**src/nvmc_pkg.sv**
```systemverilog
// ****************************************************************
// nvm unlock and eeprom write control: shared constants
// ****************************************************************
package nvmc_pkg;

   // register indices; the byte address is four times the index
   localparam logic [11:0] NVMC_IDX_CONTROL  = 12'h760;  // control and status bits
   localparam logic [11:0] NVMC_IDX_ADR_LOW  = 12'h762;  // address bits 15:0
   localparam logic [11:0] NVMC_IDX_ADR_UP   = 12'h764;  // address bits 23:16
   localparam logic [11:0] NVMC_IDX_KEY      = 12'h766;  // write-only unlock key
   localparam logic [11:0] NVMC_IDX_STATUS   = 12'h768;  // done flag, write one to clear

   // control register fields
   localparam int          NVMC_BIT_WR       = 15;       // start / busy
   localparam int          NVMC_BIT_WRITE_ENABLE_BIT     = 14;       // write enable
   localparam int          NVMC_BIT_WRITE_ERROR_FLAG    = 13;       // write error
   localparam int          NVMC_BIT_WRITE_INTERRUPT_CONTROL     = 8;        // write interrupt control
   localparam int          NVMC_OP_W         = 7;        // operation select width
   localparam int          NVMC_BIT_DONE     = 0;        // status: done flag

   // reset values
   localparam logic [15:0] NVMC_CTRL_RST     = 16'h0000;
   localparam logic [15:0] NVMC_ADR_RST      = 16'h0000;

   // unlock keys
   localparam logic [7:0]  NVMC_KEY_FIRST    = 8'h55;
   localparam logic [7:0]  NVMC_KEY_SECOND   = 8'hAA;

   // eeprom window in program space
   localparam logic [23:0] NVMC_EE_LO        = 24'h7FF000;
   localparam logic [23:0] NVMC_EE_HI        = 24'h7FFFFE;

   // operation codes of interest
   localparam logic [6:0]  NVMC_OP_BLK_ERASE = 7'h45;
   localparam logic [6:0]  NVMC_OP_WRD_ERASE = 7'h44;

   // unlock sequence states
   typedef enum logic [2:0]
   {
      NVMC_KS_IDLE  = 3'b001,
      NVMC_KS_GOT55 = 3'b010,
      NVMC_KS_ARMED = 3'b100
   } nvmc_key_e;

endpackage : nvmc_pkg

```
**src/nvmc_ctrl.sv**
```systemverilog
`timescale 1ns/1ps
`default_nettype none

module nvmc_ctrl
(
   input  wire logic        hclk,            // system clock, 40 MHz
   input  wire logic        hresetn,         // power-up reset
   input  wire logic        hsel,            // ahb slave select
   input  wire logic [31:0] haddr,           // ahb address
   input  wire logic [1:0]  htrans,          // ahb transfer type
   input  wire logic        hwrite,          // ahb direction
   input  wire logic [2:0]  hsize,           // ahb size, word only
   input  wire logic [31:0] hwdata,          // ahb write data
   input  wire logic        hready,          // ahb bus ready
   output var  logic        hreadyout,       // ahb slave ready
   output var  logic        hresp,           // ahb response
   output var  logic [31:0] hrdata,          // ahb read data
   input  wire logic        tbl_valid,       // table instruction executed
   input  wire logic        tbl_write,       // table instruction is a write
   input  wire logic [23:0] tbl_ea,          // its effective address
   input  wire logic        warm_reset_req,  // master reset or watchdog, async
   input  wire logic        cell_done,       // array reports cycle finished
   output var  logic        cell_start,      // one-cycle start to array
   output var  logic        cell_abort,      // one-cycle abort to array
   output var  logic [6:0]  cell_op,         // operation held for array
   output var  logic [23:0] cell_addr,       // address held for array
   output var  logic        nvm_done_flag,   // sticky done flag
   output var  logic        nvm_busy,        // cycle in progress
   output var  logic        ee_sel,          // table access of the previous cycle hit eeprom
   output var  logic        ee_rd_unspec     // that read returned undefined data
);

   // ****************************************************************
   // bus address and data phase
   // ****************************************************************
   logic        ph_wr_r;      // write data phase pending
   logic [11:0] ph_idx_r;     // latched register index
   logic        ph_map_r;     // latched address lies in our page
   logic [31:0] hrdata_r;     // registered read data
   logic        hreadyout_r;  // ready from the edge after reset release: we never stall the core

   wire         a_take = hsel & htrans[1] & hready;
   wire         a_map  = (haddr[31:14] == 18'h00000);
   wire  [11:0] a_idx  = haddr[13:2];
   wire         a_rd   = a_take & ~hwrite;

   // decoded write strobes, valid in the data phase
   wire         w_any  = ph_wr_r;
   wire         w_ctrl = ph_wr_r & ph_map_r & (ph_idx_r == nvmc_pkg::NVMC_IDX_CONTROL);
   wire         w_lo   = ph_wr_r & ph_map_r & (ph_idx_r == nvmc_pkg::NVMC_IDX_ADR_LOW);
   wire         w_up   = ph_wr_r & ph_map_r & (ph_idx_r == nvmc_pkg::NVMC_IDX_ADR_UP);
   wire         w_key  = ph_wr_r & ph_map_r & (ph_idx_r == nvmc_pkg::NVMC_IDX_KEY);
   wire         w_stat = ph_wr_r & ph_map_r & (ph_idx_r == nvmc_pkg::NVMC_IDX_STATUS);

   // address phase capture
   always_ff @(posedge hclk or negedge hresetn)
   begin
      if (!hresetn)
      begin
         ph_wr_r     <= 1'b0;
         ph_idx_r    <= 12'h000;
         ph_map_r    <= 1'b0;
         hreadyout_r <= 1'b0;
      end
      else
      begin
         ph_wr_r     <= a_take & hwrite;
         ph_idx_r    <= a_idx;
         ph_map_r    <= a_map;
         hreadyout_r <= 1'b1;
      end
   end

   // ****************************************************************
   // warm reset synchroniser
   // ****************************************************************
   logic warm_m_r;  // first stage, read only by the second
   logic warm_s_r;  // synchronised level

   always_ff @(posedge hclk or negedge hresetn)
   begin
      if (!hresetn)
      begin
         warm_m_r <= 1'b0;
         warm_s_r <= 1'b0;
      end
      else
      begin
         warm_m_r <= warm_reset_req;
         warm_s_r <= warm_m_r;
      end
   end

   // ****************************************************************
   // unlock sequence
   // ****************************************************************
   nvmc_pkg::nvmc_key_e key_r;    // unlock state
   nvmc_pkg::nvmc_key_e key_nxt;

   wire key55 = w_key & (hwdata[7:0] == nvmc_pkg::NVMC_KEY_FIRST);
   wire keyaa = w_key & (hwdata[7:0] == nvmc_pkg::NVMC_KEY_SECOND);
   // only bus writes and table accesses are visible as instructions
   wire instr = w_any | tbl_valid;

   always_comb
   begin
      key_nxt = key_r;
      case (key_r)
         nvmc_pkg::NVMC_KS_IDLE:
         begin
            if (key55 & ~tbl_valid)
               key_nxt = nvmc_pkg::NVMC_KS_GOT55;
         end
         nvmc_pkg::NVMC_KS_GOT55:
         begin
            if (keyaa & ~tbl_valid)
               key_nxt = nvmc_pkg::NVMC_KS_ARMED;
            else if (key55 & ~tbl_valid)
               key_nxt = nvmc_pkg::NVMC_KS_GOT55;
            else if (instr)
               key_nxt = nvmc_pkg::NVMC_KS_IDLE;
         end
         nvmc_pkg::NVMC_KS_ARMED:
         begin
            // any instruction, the start write included, spends the arming
            if (instr)
               key_nxt = nvmc_pkg::NVMC_KS_IDLE;
         end
         default:
            key_nxt = nvmc_pkg::NVMC_KS_IDLE;
      endcase
      if (warm_s_r)
         key_nxt = nvmc_pkg::NVMC_KS_IDLE;
   end

   // unlock state register
   always_ff @(posedge hclk or negedge hresetn)
   begin
      if (!hresetn)
         key_r <= nvmc_pkg::NVMC_KS_IDLE;
      else
         key_r <= key_nxt;
   end

   // ****************************************************************
   // control register and write cycle
   // ****************************************************************
   logic       wr_r;     // start / busy bit
   logic       write_enable_bit_r;   // write enable
   logic       err_r;    // write error flag
   logic       write_interrupt_control_r;   // write interrupt control
   logic [6:0] op_r;     // operation select
   logic       done_r;   // sticky completion flag
   logic       wr_nxt;
   logic       err_nxt;
   logic       done_nxt;

   wire start_req = w_ctrl & hwdata[nvmc_pkg::NVMC_BIT_WR] & ~tbl_valid
                  & (key_r == nvmc_pkg::NVMC_KS_ARMED) & write_enable_bit_r & ~wr_r & ~warm_s_r;
   wire finish    = wr_r & cell_done & ~warm_s_r;
   wire broken    = wr_r & warm_s_r;

   // next values of the set/clear bits
   always_comb
   begin
      // software can only set; hardware clears
      wr_nxt = wr_r;
      if (warm_s_r | finish)
         wr_nxt = 1'b0;
      else if (start_req)
         wr_nxt = 1'b1;
      // set wins over a software clear
      err_nxt = err_r;
      if (w_ctrl)
         err_nxt = hwdata[nvmc_pkg::NVMC_BIT_WRITE_ERROR_FLAG];
      if (broken)
         err_nxt = 1'b1;
      // done sticks until cleared, set wins
      done_nxt = done_r;
      if (w_stat & hwdata[nvmc_pkg::NVMC_BIT_DONE])
         done_nxt = 1'b0;
      if (finish)
         done_nxt = 1'b1;
   end

   // control bits; enable cleared at power-up
   always_ff @(posedge hclk or negedge hresetn)
   begin
      if (!hresetn)
      begin
         wr_r   <= nvmc_pkg::NVMC_CTRL_RST[nvmc_pkg::NVMC_BIT_WR];
         write_enable_bit_r <= nvmc_pkg::NVMC_CTRL_RST[nvmc_pkg::NVMC_BIT_WRITE_ENABLE_BIT];
         err_r  <= nvmc_pkg::NVMC_CTRL_RST[nvmc_pkg::NVMC_BIT_WRITE_ERROR_FLAG];
         write_interrupt_control_r <= nvmc_pkg::NVMC_CTRL_RST[nvmc_pkg::NVMC_BIT_WRITE_INTERRUPT_CONTROL];
         op_r   <= nvmc_pkg::NVMC_CTRL_RST[6:0];
         done_r <= 1'b0;
      end
      else
      begin
         wr_r   <= wr_nxt;
         err_r  <= err_nxt;
         done_r <= done_nxt;
         if (warm_s_r)
         begin
            // device reset clears control but not error or address
            write_enable_bit_r <= 1'b0;
            write_interrupt_control_r <= 1'b0;
            op_r   <= 7'h00;
         end
         else if (w_ctrl)
         begin
            // enable may drop without touching the cycle
            write_enable_bit_r <= hwdata[nvmc_pkg::NVMC_BIT_WRITE_ENABLE_BIT];
            // op frozen while busy so the array sees a steady command
            if (!wr_r)
            begin
               write_interrupt_control_r <= hwdata[nvmc_pkg::NVMC_BIT_WRITE_INTERRUPT_CONTROL];
               op_r   <= hwdata[6:0];
            end
         end
      end
   end

   // ****************************************************************
   // address capture
   // ****************************************************************
   logic [15:0] adr_lo_r;  // address low
   logic [7:0]  adr_up_r;  // upper address field

   // table access wins over a software write in the same cycle
   always_ff @(posedge hclk or negedge hresetn)
   begin
      if (!hresetn)
      begin
         adr_lo_r <= nvmc_pkg::NVMC_ADR_RST;
         adr_up_r <= nvmc_pkg::NVMC_ADR_RST[7:0];
      end
      else if (tbl_valid)
      begin
         adr_lo_r <= tbl_ea[15:0];
         adr_up_r <= tbl_ea[23:16];
      end
      else
      begin
         if (w_lo)
            adr_lo_r <= hwdata[15:0];
         if (w_up)
            adr_up_r <= hwdata[7:0];
      end
   end

   // ****************************************************************
   // array side and eeprom steering
   // ****************************************************************
   logic        start_o_r;  // start pulse
   logic        abort_o_r;  // abort pulse
   logic [6:0]  op_o_r;     // held operation
   logic [23:0] addr_o_r;   // held address, word or 16-word block base
   logic        ee_sel_r;   // table access in eeprom window
   logic        ee_uns_r;   // that access read during a cycle

   wire in_ee = (tbl_ea >= nvmc_pkg::NVMC_EE_LO) & (tbl_ea <= nvmc_pkg::NVMC_EE_HI);

   // array command and steering flags
   always_ff @(posedge hclk or negedge hresetn)
   begin
      if (!hresetn)
      begin
         start_o_r <= 1'b0;
         abort_o_r <= 1'b0;
         op_o_r    <= 7'h00;
         addr_o_r  <= 24'h000000;
         ee_sel_r  <= 1'b0;
         ee_uns_r  <= 1'b0;
      end
      else
      begin
         start_o_r <= start_req;
         abort_o_r <= broken;
         if (start_req)
         begin
            op_o_r   <= op_r;
            addr_o_r <= {adr_up_r, adr_lo_r};
         end
         ee_sel_r <= tbl_valid & in_ee;
         // flag only; the data itself is not defined
         ee_uns_r <= tbl_valid & in_ee & ~tbl_write & wr_r;
      end
   end

   // ****************************************************************
   // read data
   // ****************************************************************
   // key reads zero; unmapped reads zero
   wire [15:0] ctrl_v = {wr_r, write_enable_bit_r, err_r, 4'h0, write_interrupt_control_r, 1'b0, op_r};
   wire [15:0] rd_v   = ~a_map ? 16'h0000 :
                        (a_idx == nvmc_pkg::NVMC_IDX_CONTROL) ? ctrl_v :
                        (a_idx == nvmc_pkg::NVMC_IDX_ADR_LOW) ? adr_lo_r :
                        (a_idx == nvmc_pkg::NVMC_IDX_ADR_UP)  ? {8'h00, adr_up_r} :
                        (a_idx == nvmc_pkg::NVMC_IDX_STATUS)  ? {15'h0000, done_r} : 16'h0000;

   // sampled at the address phase; a write just before is not forwarded
   always_ff @(posedge hclk or negedge hresetn)
   begin
      if (!hresetn)
         hrdata_r <= 32'h00000000;
      else if (a_rd)
         hrdata_r <= {16'h0000, rd_v};
   end

   // ****************************************************************
   // outputs
   // ****************************************************************
   // low through reset and the release edge, then always ready, never a wait state
   assign hreadyout     = hreadyout_r;
   assign hresp         = 1'b0;
   assign hrdata        = hrdata_r;
   assign cell_start    = start_o_r;
   assign cell_abort    = abort_o_r;
   assign cell_op       = op_o_r;
   assign cell_addr     = addr_o_r;
   assign nvm_done_flag = done_r;
   assign nvm_busy      = wr_r;
   assign ee_sel        = ee_sel_r;
   assign ee_rd_unspec  = ee_uns_r;
endmodule : nvmc_ctrl

`default_nettype wire

```
**config.mk**
```make
export PLATFORM = sky130hd
export DESIGN_NAME = nvmc_ctrl
export DESIGN_NICKNAME = d
export VERILOG_FILES = /design/src/nvmc_pkg.sv /design/src/nvmc_ctrl.sv
export SDC_FILE = /design/constraint.sdc
export NUM_CORES = 1
export LEC_CHECK = 0
export ABC_CLOCK_PERIOD_IN_PS = 2200
export BUFFER_PORTS_ARGS = -buffer_cell sky130_fd_sc_hd__buf_2
export CAP_MARGIN = 0
export CORE_UTILIZATION = 45
export DETAILED_ROUTE_END_ITERATION = 6
export PLACE_DENSITY = 0.76
export SLEW_MARGIN = 0
export SYNTH_ARGS = -nofsm -noshare
export SYNTH_HDL_FRONTEND = slang
export SYNTH_SLANG_ARGS = --single-unit
```
**constraint.sdc**
```tcl
create_clock -name hclk -period 2.2 [get_ports hclk]
set_input_delay 0.22 -clock hclk [delete_from_list [all_inputs] [get_ports hclk]]
set_output_delay 0.22 -clock hclk [all_outputs]
set_load 0.05 [all_outputs]
```
==> impl_metrics.tcl, run 1 <==
set metrics [dict create \
    ys_ff_latch 107 \
    synth.avg_cell_area_sq_um 10.9 \
    syn-cell-area_sq_mm 0.00487 \
    cap_violations 0 \
    drt_first_pass_iters 6 \
    grt_pass1_wl_microns 21200 \
    fp-row-count 37 \
    hold_class "primary input to flip-flop" \
    final_core_util 0.582 \
    gr-max-usage-layer "met2" \
    register_area_sq_mm 0.00268 \
    yosysTopAreaCellShare 0.545 \
    power_density_mw_per_mm2 596 \
    vdd_drop_max_mv 0.360 \
    wl_per_cell_microns 18.6 \
    cts_tree "yes" \
    grt.total_usage 0.246 \
    start_util 0.467 \
    drive_gt1_frac 0.350 \
    route.detailed.drc 0 \
    holdWs_ns 0.0187 \
    die_h_microns 106 \
    grt_pass1_vias 4065 \
    synth_top_cell_by_area "dfrtp_1" \
    antenna_found_initial 0 \
    die_area_sq_mm 0.0112 \
    clk_latency_ns 0.37 \
    cp.required_ns 2.46 \
    synthTopCellsByArea "dfrtp_1 54%, mux2_2 6.9%, o21ai_0 4.5%" \
    synth_cell_type_count 50 \
    core-area_sq_mm 0.0104 \
    met1_usage 0.319 \
    fmax_mhz 434 \
    synth_edf_count 0 \
    yosysWarnings 0 \
    dpl.hpwl_microns 9780 \
    setup.worst_path.start_class "flip-flop" \
    via_count 4187 \
    r2r_slack_ns -0.10 \
    grt_max_degree 52 \
    critPathKind "flip-flop to flip-flop" \
    die_x_microns 106 \
    cts_max_level 3 \
    cts_buffers 9 \
    finalWorstSetupSlack_ns -0.104 \
    use_met3 0.0356 \
    path_max_fanout 16 \
    synth_cells 447 \
    clockBufferDepth 2 \
    area_growth_pct 24.5 \
    path_clk_slew_ns 0.10 \
    gp_congestion 0.904 \
    multiInputGateArea_sq_mm 0.00201 \
    place_ws_ns -0.0622 \
    n_fill_cell 918 \
    hold_viol 0 \
    setup-violations-final 31 \
    rsz0062_at_grt "true" \
    port_buffers 133 \
    fin_worst_skew_ns 0.0118 \
    antenna_cells 0 \
    violations "negative setup slack" \
    synthFlopType "dfrtp_1" \
    ys_seq_area_frac 0.550 \
    final.min_clock_period_ns 2.30 \
    cts_root_buf "clkbuf_8" \
    async_reset_ff_frac 1.00 \
    arrival_ns 2.56 \
    drt-total-wl_microns 13700 \
    worst-slew-pin-transition_ns 0.539 \
    status "complete, but fails checks" \
    slew_violations 0 \
    grt-ovfl-total 0 \
    drtIter0Drc 321 \
    cts_sinks 107 \
    viasPerCell 5.67 \
    grt_use_met2 0.414 \
    hold_path_depth 1 \
    nNetsFinal 699 \
    ant_nets 0 \
    finalCritPeriodShare 1.05 \
    endpoint_kind "flip-flop" \
    slew_headroom 0.640 \
    ios 173 \
    r2r_cells 6 \
    setup_tns_ns -2.33 \
    power.leakage_nw 3.07 \
]
-- per-layer routing --
layer  wire length (microns)  up-vias  share of wire
li1                        -     1887              -
met1                    5400     2060           0.39
met2                    6860      199           0.50
met3                    1010       41          0.074
met4                     444        0          0.032
met5                       0        -              0
-- what timing repair did --
action	CTS	global route
setup buffers	0	2
endpoints found under the setup margin	31	31
pin swaps	0	0
cloned	0	2
resized for setup	1	11
endpoints found under the hold margin	45	0
hold buffers	11	0
-- cell usage in the layout (no fill, tap or decap), types with 10 or more instances in the layout --
master	n
nand4_1	16
dlygate4sd3_1	11
mux2_2	20
mux2i_1	20
a21oi_1	30
a31oi_1	10
nor2_1	12
nor2b_1	11
buf_2	132
mux2_4	11
conb_1	18
buf_4	15
inv_1	11
dfrtp_1	106
o21ai_0	44
nand2_1	40
-- power by group --
group,switching (mW),internal [mW],total [mW]
Sequential,0.0489,2.02,2.07
Clock,0.706,0.430,1.14
Combinational,0.265,0.138,0.403
-- synthesized netlist by cell type (4+ instances only) --
library cell / count
nor4_1: 5
mux2i_1: 20
a21oi_1: 30
o21ai_0: 44
nand2b_1: 4
a31oi_1: 10
buf_4: 17
mux2_2: 30
o41ai_1: 6
nor3_1: 6
nand2_1: 40
inv_1: 11
nand4b_1: 6
clkbuf_1: 18
nand4_1: 16
dfrtp_1: 106
nor2_1: 12
nand3_1: 6
nor2b_1: 11
-- cell families after synthesis --
logic type | Yosys count | share of synthesized area
compound gates | 101 | 0.117
buf+inv | 51 | 0.0571
flops | 107 | 0.550
mux | 51 | 0.113
other cells | 2 | 0.00154
simple gates | 135 | 0.161
-- state kept, by name (all words and copies together) (netlist names) --
name / cells
adr_lo_r: 16
adr_up_r: 8
cell_abort: 1
cell_addr: 24
cell_op: 7
cell_start: 1
ee_rd_unspec: 1
ee_sel: 1
err_r: 1
hrdata: 16
hreadyout: 1
key_r: 3
nvm_busy: 1
nvm_done_flag: 1
op_r: 7
ph_idx_r: 12
ph_map_r: 1
ph_wr_r: 1
warm_m_r: 1
warm_s_r: 1
write_enable_bit_r: 1
write_interrupt_control_r: 1
-- cell type report --
class	instances	area share
clock buffers	9	0.0204
clock inverters	7	0.00971
inverters	11	0.00682
multi-input cells	305	0.333
flip-flops and latches	107	0.442
well taps	136	0.0281
repair buffers	163	0.160
-- worst max-delay path: stages (launching register included) --
cell,delay (ns)
dfrtp_1,0.39
or3b_4,0.40
or4_4,0.44
nor4_4,0.25
buf_6,0.18
buf_12,0.17
mux2_2,0.34
-- final timing paths --
check / startpoint / to
worst max-delay path: ph_idx_r[7] / cell_op[0]
worst min-delay path: haddr[5] / ph_idx_r[3]
worst max register to register: ph_idx_r[7] / cell_op[0]
worst min register to register: warm_m_r / warm_s_r
max in group asynchronous: hresetn / hrdata[14]
min in group asynchronous: hresetn / adr_up_r[3]
-- per-stage QoR --
| step | cell area (sq um) | instances | total power [mW] |
|---|---|---|---|
| floorplan | 4930 | 463 | 2.31 |
| global placement | 5670 | 707 | 2.48 |
| detailed placement | 5670 | 707 | 2.49 |
| CTS | 5970 | 734 | 3.62 |
| global route | 6060 | 738 | 3.74 |
| finish | 6060 | 738 | 3.61 |
Power figures use the tool's default switching activity.
==> run 2, diff against run 1 <==
Settings changed: ABC_CLOCK_PERIOD_IN_PS 2200 to 2600, CORE_UTILIZATION 45 to 50, PLACE_DENSITY 0.76 to 0.8.
Clock period 2.2 ns to 2.6 ns, I/O delays scaled along.
==> run 2 against run 1 <==
Compared with the run above:
- the flow now finishes without violations
- non-clock buffer count shrank 9
- die area shrank 9.8%
- final cell count shrank 2.2%
- flip-flop and latch count is the same
- wire length shrank 7.3%
- critical endpoint is now cell_addr[2]
- hold slack lost 0.0031 ns
- clock power shrank 16%
- sequential share of layout area grew 1.2 points
- power shrank 16%
- sequential power shrank 15%
==> impl_metrics.tcl, run 2 (synthesized netlist as in run 1, its figures left out) <==
set metrics [dict create \
    die_h_microns 101 \
    ctsHoldBuffers 6 \
    arrival_ns 2.71 \
    route.detailed.drc 0 \
    setup-violations-final 0 \
    cp.required_ns 2.85 \
    drt_first_pass_iters 5 \
    cap_violations 0 \
    layout_commonest_cell "buf_2" \
    dpl.hpwl_microns 9470 \
    cp_slowest_cell "or4_4" \
    finalCritPeriodShare 0.946 \
    grt_pass1_wl_microns 20300 \
    nNetsFinal 690 \
    finalWorstSetupSlack_ns 0.140 \
    cts_tree "yes" \
    critPathKind "flip-flop to flip-flop" \
    post_cts_resized 0 \
    fin_worst_skew_ns 0.00884 \
    n_fill_cell 791 \
    placed_area_sq_mm 0.00562 \
    final_core_util 0.633 \
    power.leakage_nw 3.01 \
    largest_reg_flops 24 \
    ant_nets 0 \
    cpPeakStageDelay_ns 0.52 \
    slew_headroom 0.580 \
    antenna_cells 0 \
    drive_gt1_frac 0.341 \
    area_growth_pct 21.2 \
    rsz0062_at_grt "false" \
    layout_common_cells "132 x buf_2, 106 x dfrtp_1, 44 x o21ai_0" \
    antenna_found_initial 0 \
    status "finished clean" \
    via_count 4105 \
    p_clk_frac 0.316 \
    vdd_drop_max_mv 0.296 \
    crit_chain "or3b_1 -> or4_4 -> nor4_4 -> buf_4 -> mux2_2" \
    cts_sinks 107 \
    switching_share 0.276 \
    p_comb_frac 0.109 \
    critical_path.startpoint "ph_idx_r[0]" \
    start_util 0.522 \
    clockBufferDepth 2 \
    die_x_microns 101 \
    grt_max_degree 51 \
    hold_viol 0 \
    setup_tns_ns 0 \
    power_density_mw_per_mm2 515 \
    p_seq_frac 0.575 \
    design_area_sq_mm 0.00590 \
    drtIter0Drc 236 \
    setup.worst_path.start_class "flip-flop" \
    core-area_sq_mm 0.00933 \
    drt-total-wl_microns 12700 \
    place_ws_ns 0.171 \
    hold_class "primary input to flip-flop" \
    switching_power_mw 0.838 \
    r2r-start "ph_idx_r[0]" \
    viasPerCell 5.69 \
    slew_violations 0 \
    fmax_mhz 406 \
    gp_congestion 0.894 \
    grt_pass1_vias 4016 \
    grt.total_usage 0.266 \
    ios 173 \
    port_buffers 133 \
    cts_buffers 9 \
    worst-slew-pin-transition_ns 0.630 \
    wl_per_cell_microns 17.6 \
    clk_latency_ns 0.37 \
    die_area_sq_mm 0.0101 \
    cts_max_level 3 \
    internal-power_mw 2.20 \
    final.min_clock_period_ns 2.46 \
    grt-ovfl-total 0 \
    path_max_fanout 15 \
    path_clk_slew_ns 0.10 \
    cts_setup_buffers 0 \
    min-delay-start "haddr[12]" \
    cts_root_buf "clkbuf_8" \
    fp-row-count 35 \
    endpoint_kind "flip-flop" \
]
-- run 2: cell count changes in the layout (fill, tap and decap cells not counted), moves of 2 or more --
cell and delta:
buf_4 -3, buf_6 -2, clkinv_4 +2, dlygate4sd3_1 -2, inv_6 -3, mux2_2 +10
mux2_4 -11
-- run 2: path summary, 6_finish.rpt --
path                                end  slack (ns)  depth (start not counted)
max                        cell_addr[2]        0.14                          5
min                        ph_idx_r[10]        0.02                          1
max reg2reg                cell_addr[2]        0.14                          5
min reg2reg                    warm_s_r        0.36                          0
max in group asynchronous      key_r[0]        1.44                          3
min in group asynchronous    cell_op[2]        0.45                          2
-- run 2: metrics by stage --
stage / std cells / hold slack, ns / total power [mW]
after floorplan: 463 / -0.0356 / 1.95
after global routing: 722 / 0.00546 / 3.16
after detailed placement: 697 / 0.326 / 2.10
final: 722 / 0.0155 / 3.04
after global placement: 697 / 0.323 / 2.09
after CTS: 719 / 0.000218 / 3.05
-- run 2: power by group through the flow --
| stage | Clock, mW | Sequential, mW | Combinational (mW) |
|---|---|---|---|
| 2_1_floorplan | 0 | 1.77 | 0.179 |
| 3_3_place_gp | 0 | 1.78 | 0.309 |
| 3_5_place_dp | 0 | 1.78 | 0.317 |
| 4_1_cts | 0.978 | 1.75 | 0.324 |
| 5_1_grt | 1.04 | 1.75 | 0.362 |
| 6_report | 0.962 | 1.75 | 0.331 |
-- run 2: area by class of cell --
cell class	instances	area, sq um	area share
Multi-Input combinational cell	305	1970	0.334
Clock inverter	6	50.0	0.00848
Clock buffer	10	138	0.0233
Sequential cell	107	2680	0.454
Tap cell	129	161	0.0274
Inverter	11	41.3	0.00700
Timing Repair Buffer	154	861	0.146
-- run 2: critical path, delay by kind of cell, from the launching register on --
kind	cells	cell delay, ns
muxes	1	0.37
DFF	1	0.39
and+or+nand+nor	3	1.27
buffers and inverters	1	0.31
-- run 2: metal layers --
layer	track usage	vias to the layer above	wire, microns
li1	-	1872	-
met1	0.357	1995	5290
met2	0.422	203	6100
met3	0.0479	35	880
met4	0.127	0	436
met5	0	-	0
==> run 3, diff against run 2 <==
--- a/config.mk
+++ b/config.mk
@@ -6,9 +6,11 @@
 export NUM_CORES = 1
 export LEC_CHECK = 0
+export ABC_AREA = 1
 export ABC_CLOCK_PERIOD_IN_PS = 2600
 export BUFFER_PORTS_ARGS = -buffer_cell sky130_fd_sc_hd__buf_2
 export CAP_MARGIN = 0
-export CORE_UTILIZATION = 50
+export CORE_UTILIZATION = 51
 export DETAILED_ROUTE_END_ITERATION = 6
+export MAX_ROUTING_LAYER = met4
 export PLACE_DENSITY = 0.8
 export SLEW_MARGIN = 0
==> constraint.sdc (replaced) <==
create_clock -name hclk -period 2.6 [get_ports hclk]
set_input_delay 0.78 -clock hclk [delete_from_list [all_inputs] [get_ports hclk]]
set_output_delay 0.78 -clock hclk [all_outputs]
set_load 0.05 [all_outputs]
==> run 3 against run 2 <==
Compared with the run above:
- synthesized area increased by 12%
- wire length increased by 3.6%
- combinational power increased by 4%
- global-route usage decreased by 1.3 points
- highest routed layer unchanged
- flip-flop and latch count unchanged
- die area increased by 9.3%
- hold slack improved by 0.34 ns
- critical endpoint is now nvm_busy
- critical path depth decreased by 4
==> impl_metrics.tcl, run 3 <==
set metrics [dict create \
    hold_viol 0 \
    cts_buffers 9 \
    drt-total-wl_microns 13200 \
    placed_area_sq_mm 0.00618 \
    vdd_drop_max_mv 0.343 \
    core-area_sq_mm 0.0103 \
    gp_congestion 0.892 \
    rsz0062_at_grt "false" \
    grt_max_degree 42 \
    grt.total_usage 0.253 \
    slew_violations 0 \
    synth_top_cell_by_area "dfrtp_1" \
    cts_max_level 3 \
    synth.avg_cell_area_sq_um 7.93 \
    viasPerCell 4.96 \
    finalWorstSetupSlack_ns 0.732 \
    p_clk_frac 0.310 \
    dpl.hpwl_microns 10200 \
    internal-power_mw 2.19 \
    drtIter0Drc 280 \
    grt_pass1_vias 4389 \
    grt-ovfl-total 0 \
    cpPeakStageDelay_ns 0.44 \
    slew_headroom 0.579 \
    holdWs_ns 0.354 \
    nNetsFinal 921 \
    synth_cells 685 \
    clk_latency_ns 0.37 \
    setup-violations-final 0 \
    cts_root_buf "clkbuf_8" \
    ctsHoldBuffers 0 \
    synthFlopType "dfrtp_1" \
    worst-slew-pin-transition_ns 0.631 \
    setup_tns_ns 0 \
    path_clk_slew_ns 0.10 \
    crit_chain "buf_2" \
    die_area_sq_mm 0.0111 \
    ios 173 \
    post_cts_resized 0 \
    cp_slowest_cell "dfrtp_1" \
    ys_ff_latch 107 \
    wl_per_cell_microns 13.7 \
    critPathKind "flip-flop to primary output" \
    fin_worst_skew_ns 0.0129 \
    endpoint_kind "primary output" \
    cts_setup_buffers 0 \
    largest_reg_flops 24 \
    path_max_fanout 5 \
    die_h_microns 105 \
    cts_tree "yes" \
    route.detailed.drc 0 \
    fp-row-count 37 \
    power_mw 3.04 \
    drt_first_pass_iters 5 \
    port_buffers 133 \
    ys_seq_area_frac 0.493 \
    switching_share 0.279 \
    hold_class "primary input to asynchronous set/reset pin" \
    cp_num_buf_inv 1 \
    setup.worst_path.start_class "flip-flop" \
    finalCritPeriodShare 0.719 \
    power_density_mw_per_mm2 479 \
    arrival_ns 1.09 \
    yosysTopAreaCellShare 0.488 \
    cts_sinks 107 \
    synth_most_common_cell "nand2_1" \
    p_comb_frac 0.113 \
    drive_gt1_frac 0.243 \
    synth_common_cells "177 x nand2_1, 110 x inv_1, 106 x dfrtp_1, 71 x nand3_1, 62 x nor2_1" \
    n_fill_cell 932 \
    switching_power_mw 0.849 \
    via_count 4765 \
    cap_violations 0 \
    r2r_slack_ns 0.95 \
    synthTopCellsByArea "dfrtp_1 49%, nand2_1 12%, inv_1 7.6%" \
    grt_pass1_wl_microns 21200 \
    synth_edf_count 0 \
    ant_nets 0 \
    antenna_found_initial 0 \
    path_delay_family "flip-flops" \
    p_seq_frac 0.577 \
    layout_common_cells "177 x nand2_1, 132 x buf_2, 110 x inv_1" \
    power.leakage_nw 3.53 \
    fmax_mhz 535 \
    synth_cell_type_count 39 \
    place_ws_ns 0.522 \
    design_area_sq_mm 0.00636 \
    async_reset_ff_frac 1.00 \
    clockBufferDepth 2 \
    final.min_clock_period_ns 1.87 \
    yosysWarnings 0 \
    status "finished clean" \
    cp.required_ns 1.82 \
    area_growth_pct 17.0 \
    syn-cell-area_sq_mm 0.00544 \
    start_util 0.526 \
    layout_commonest_cell "nand2_1" \
    antenna_cells 0 \
    die_x_microns 105 \
]
-- run 3: final timing paths --
path	startpoint	end	depth (start not counted)
max reg2reg	ph_idx_r[11]	adr_lo_r[15]	9
min reg2reg	warm_m_r	warm_s_r	0
max in group asynchronous	hresetn	key_r[0]	2
min in group hclk	warm_m_r	warm_s_r	0
min	hresetn	cell_addr[2]	1
max	nvm_busy	nvm_busy	1
-- run 3: power groups by stage --
stage	Clock, mW	Combinational (mW)	Sequential [mW]
floorplan	0	0.209	1.77
global placement	0	0.338	1.79
detailed placement	0	0.342	1.79
CTS	0.949	0.344	1.75
global route	1.02	0.381	1.76
finish	0.942	0.345	1.76
-- run 3: final cells by class --
class	instances	area, sq um	share of cell area
Sequential cell	107	2680	0.421
Tap cell	136	170	0.0268
Multi-Input combinational cell	442	2100	0.331
Clock buffer	10	138	0.0216
Clock inverter	6	40.0	0.00630
Timing Repair Buffer	143	793	0.125
Inverter	116	435	0.0685
-- run 3: metal layers --
metal / GRT usage / wire length, microns
met5: - / 0
met4: 0.0734 / 265
met3: 0.0513 / 1070
met2: 0.378 / 5810
met1: 0.353 / 6020
-- run 3: cell families after synthesis --
family,share of synthesized area
AND/OR/NAND/NOR,0.304
AO/OA/AOI/OAI,0.0702
flip-flops,0.493
buffers and inverters,0.131
other,0.00138
-- run 3: metrics by stage --
stage          std cells  utilization
2_1_floorplan        701            -
3_3_place_gp         944        0.599
3_5_place_dp         944        0.599
4_1_cts              960        0.616
5_1_grt              960        0.616
6_report             960        0.616
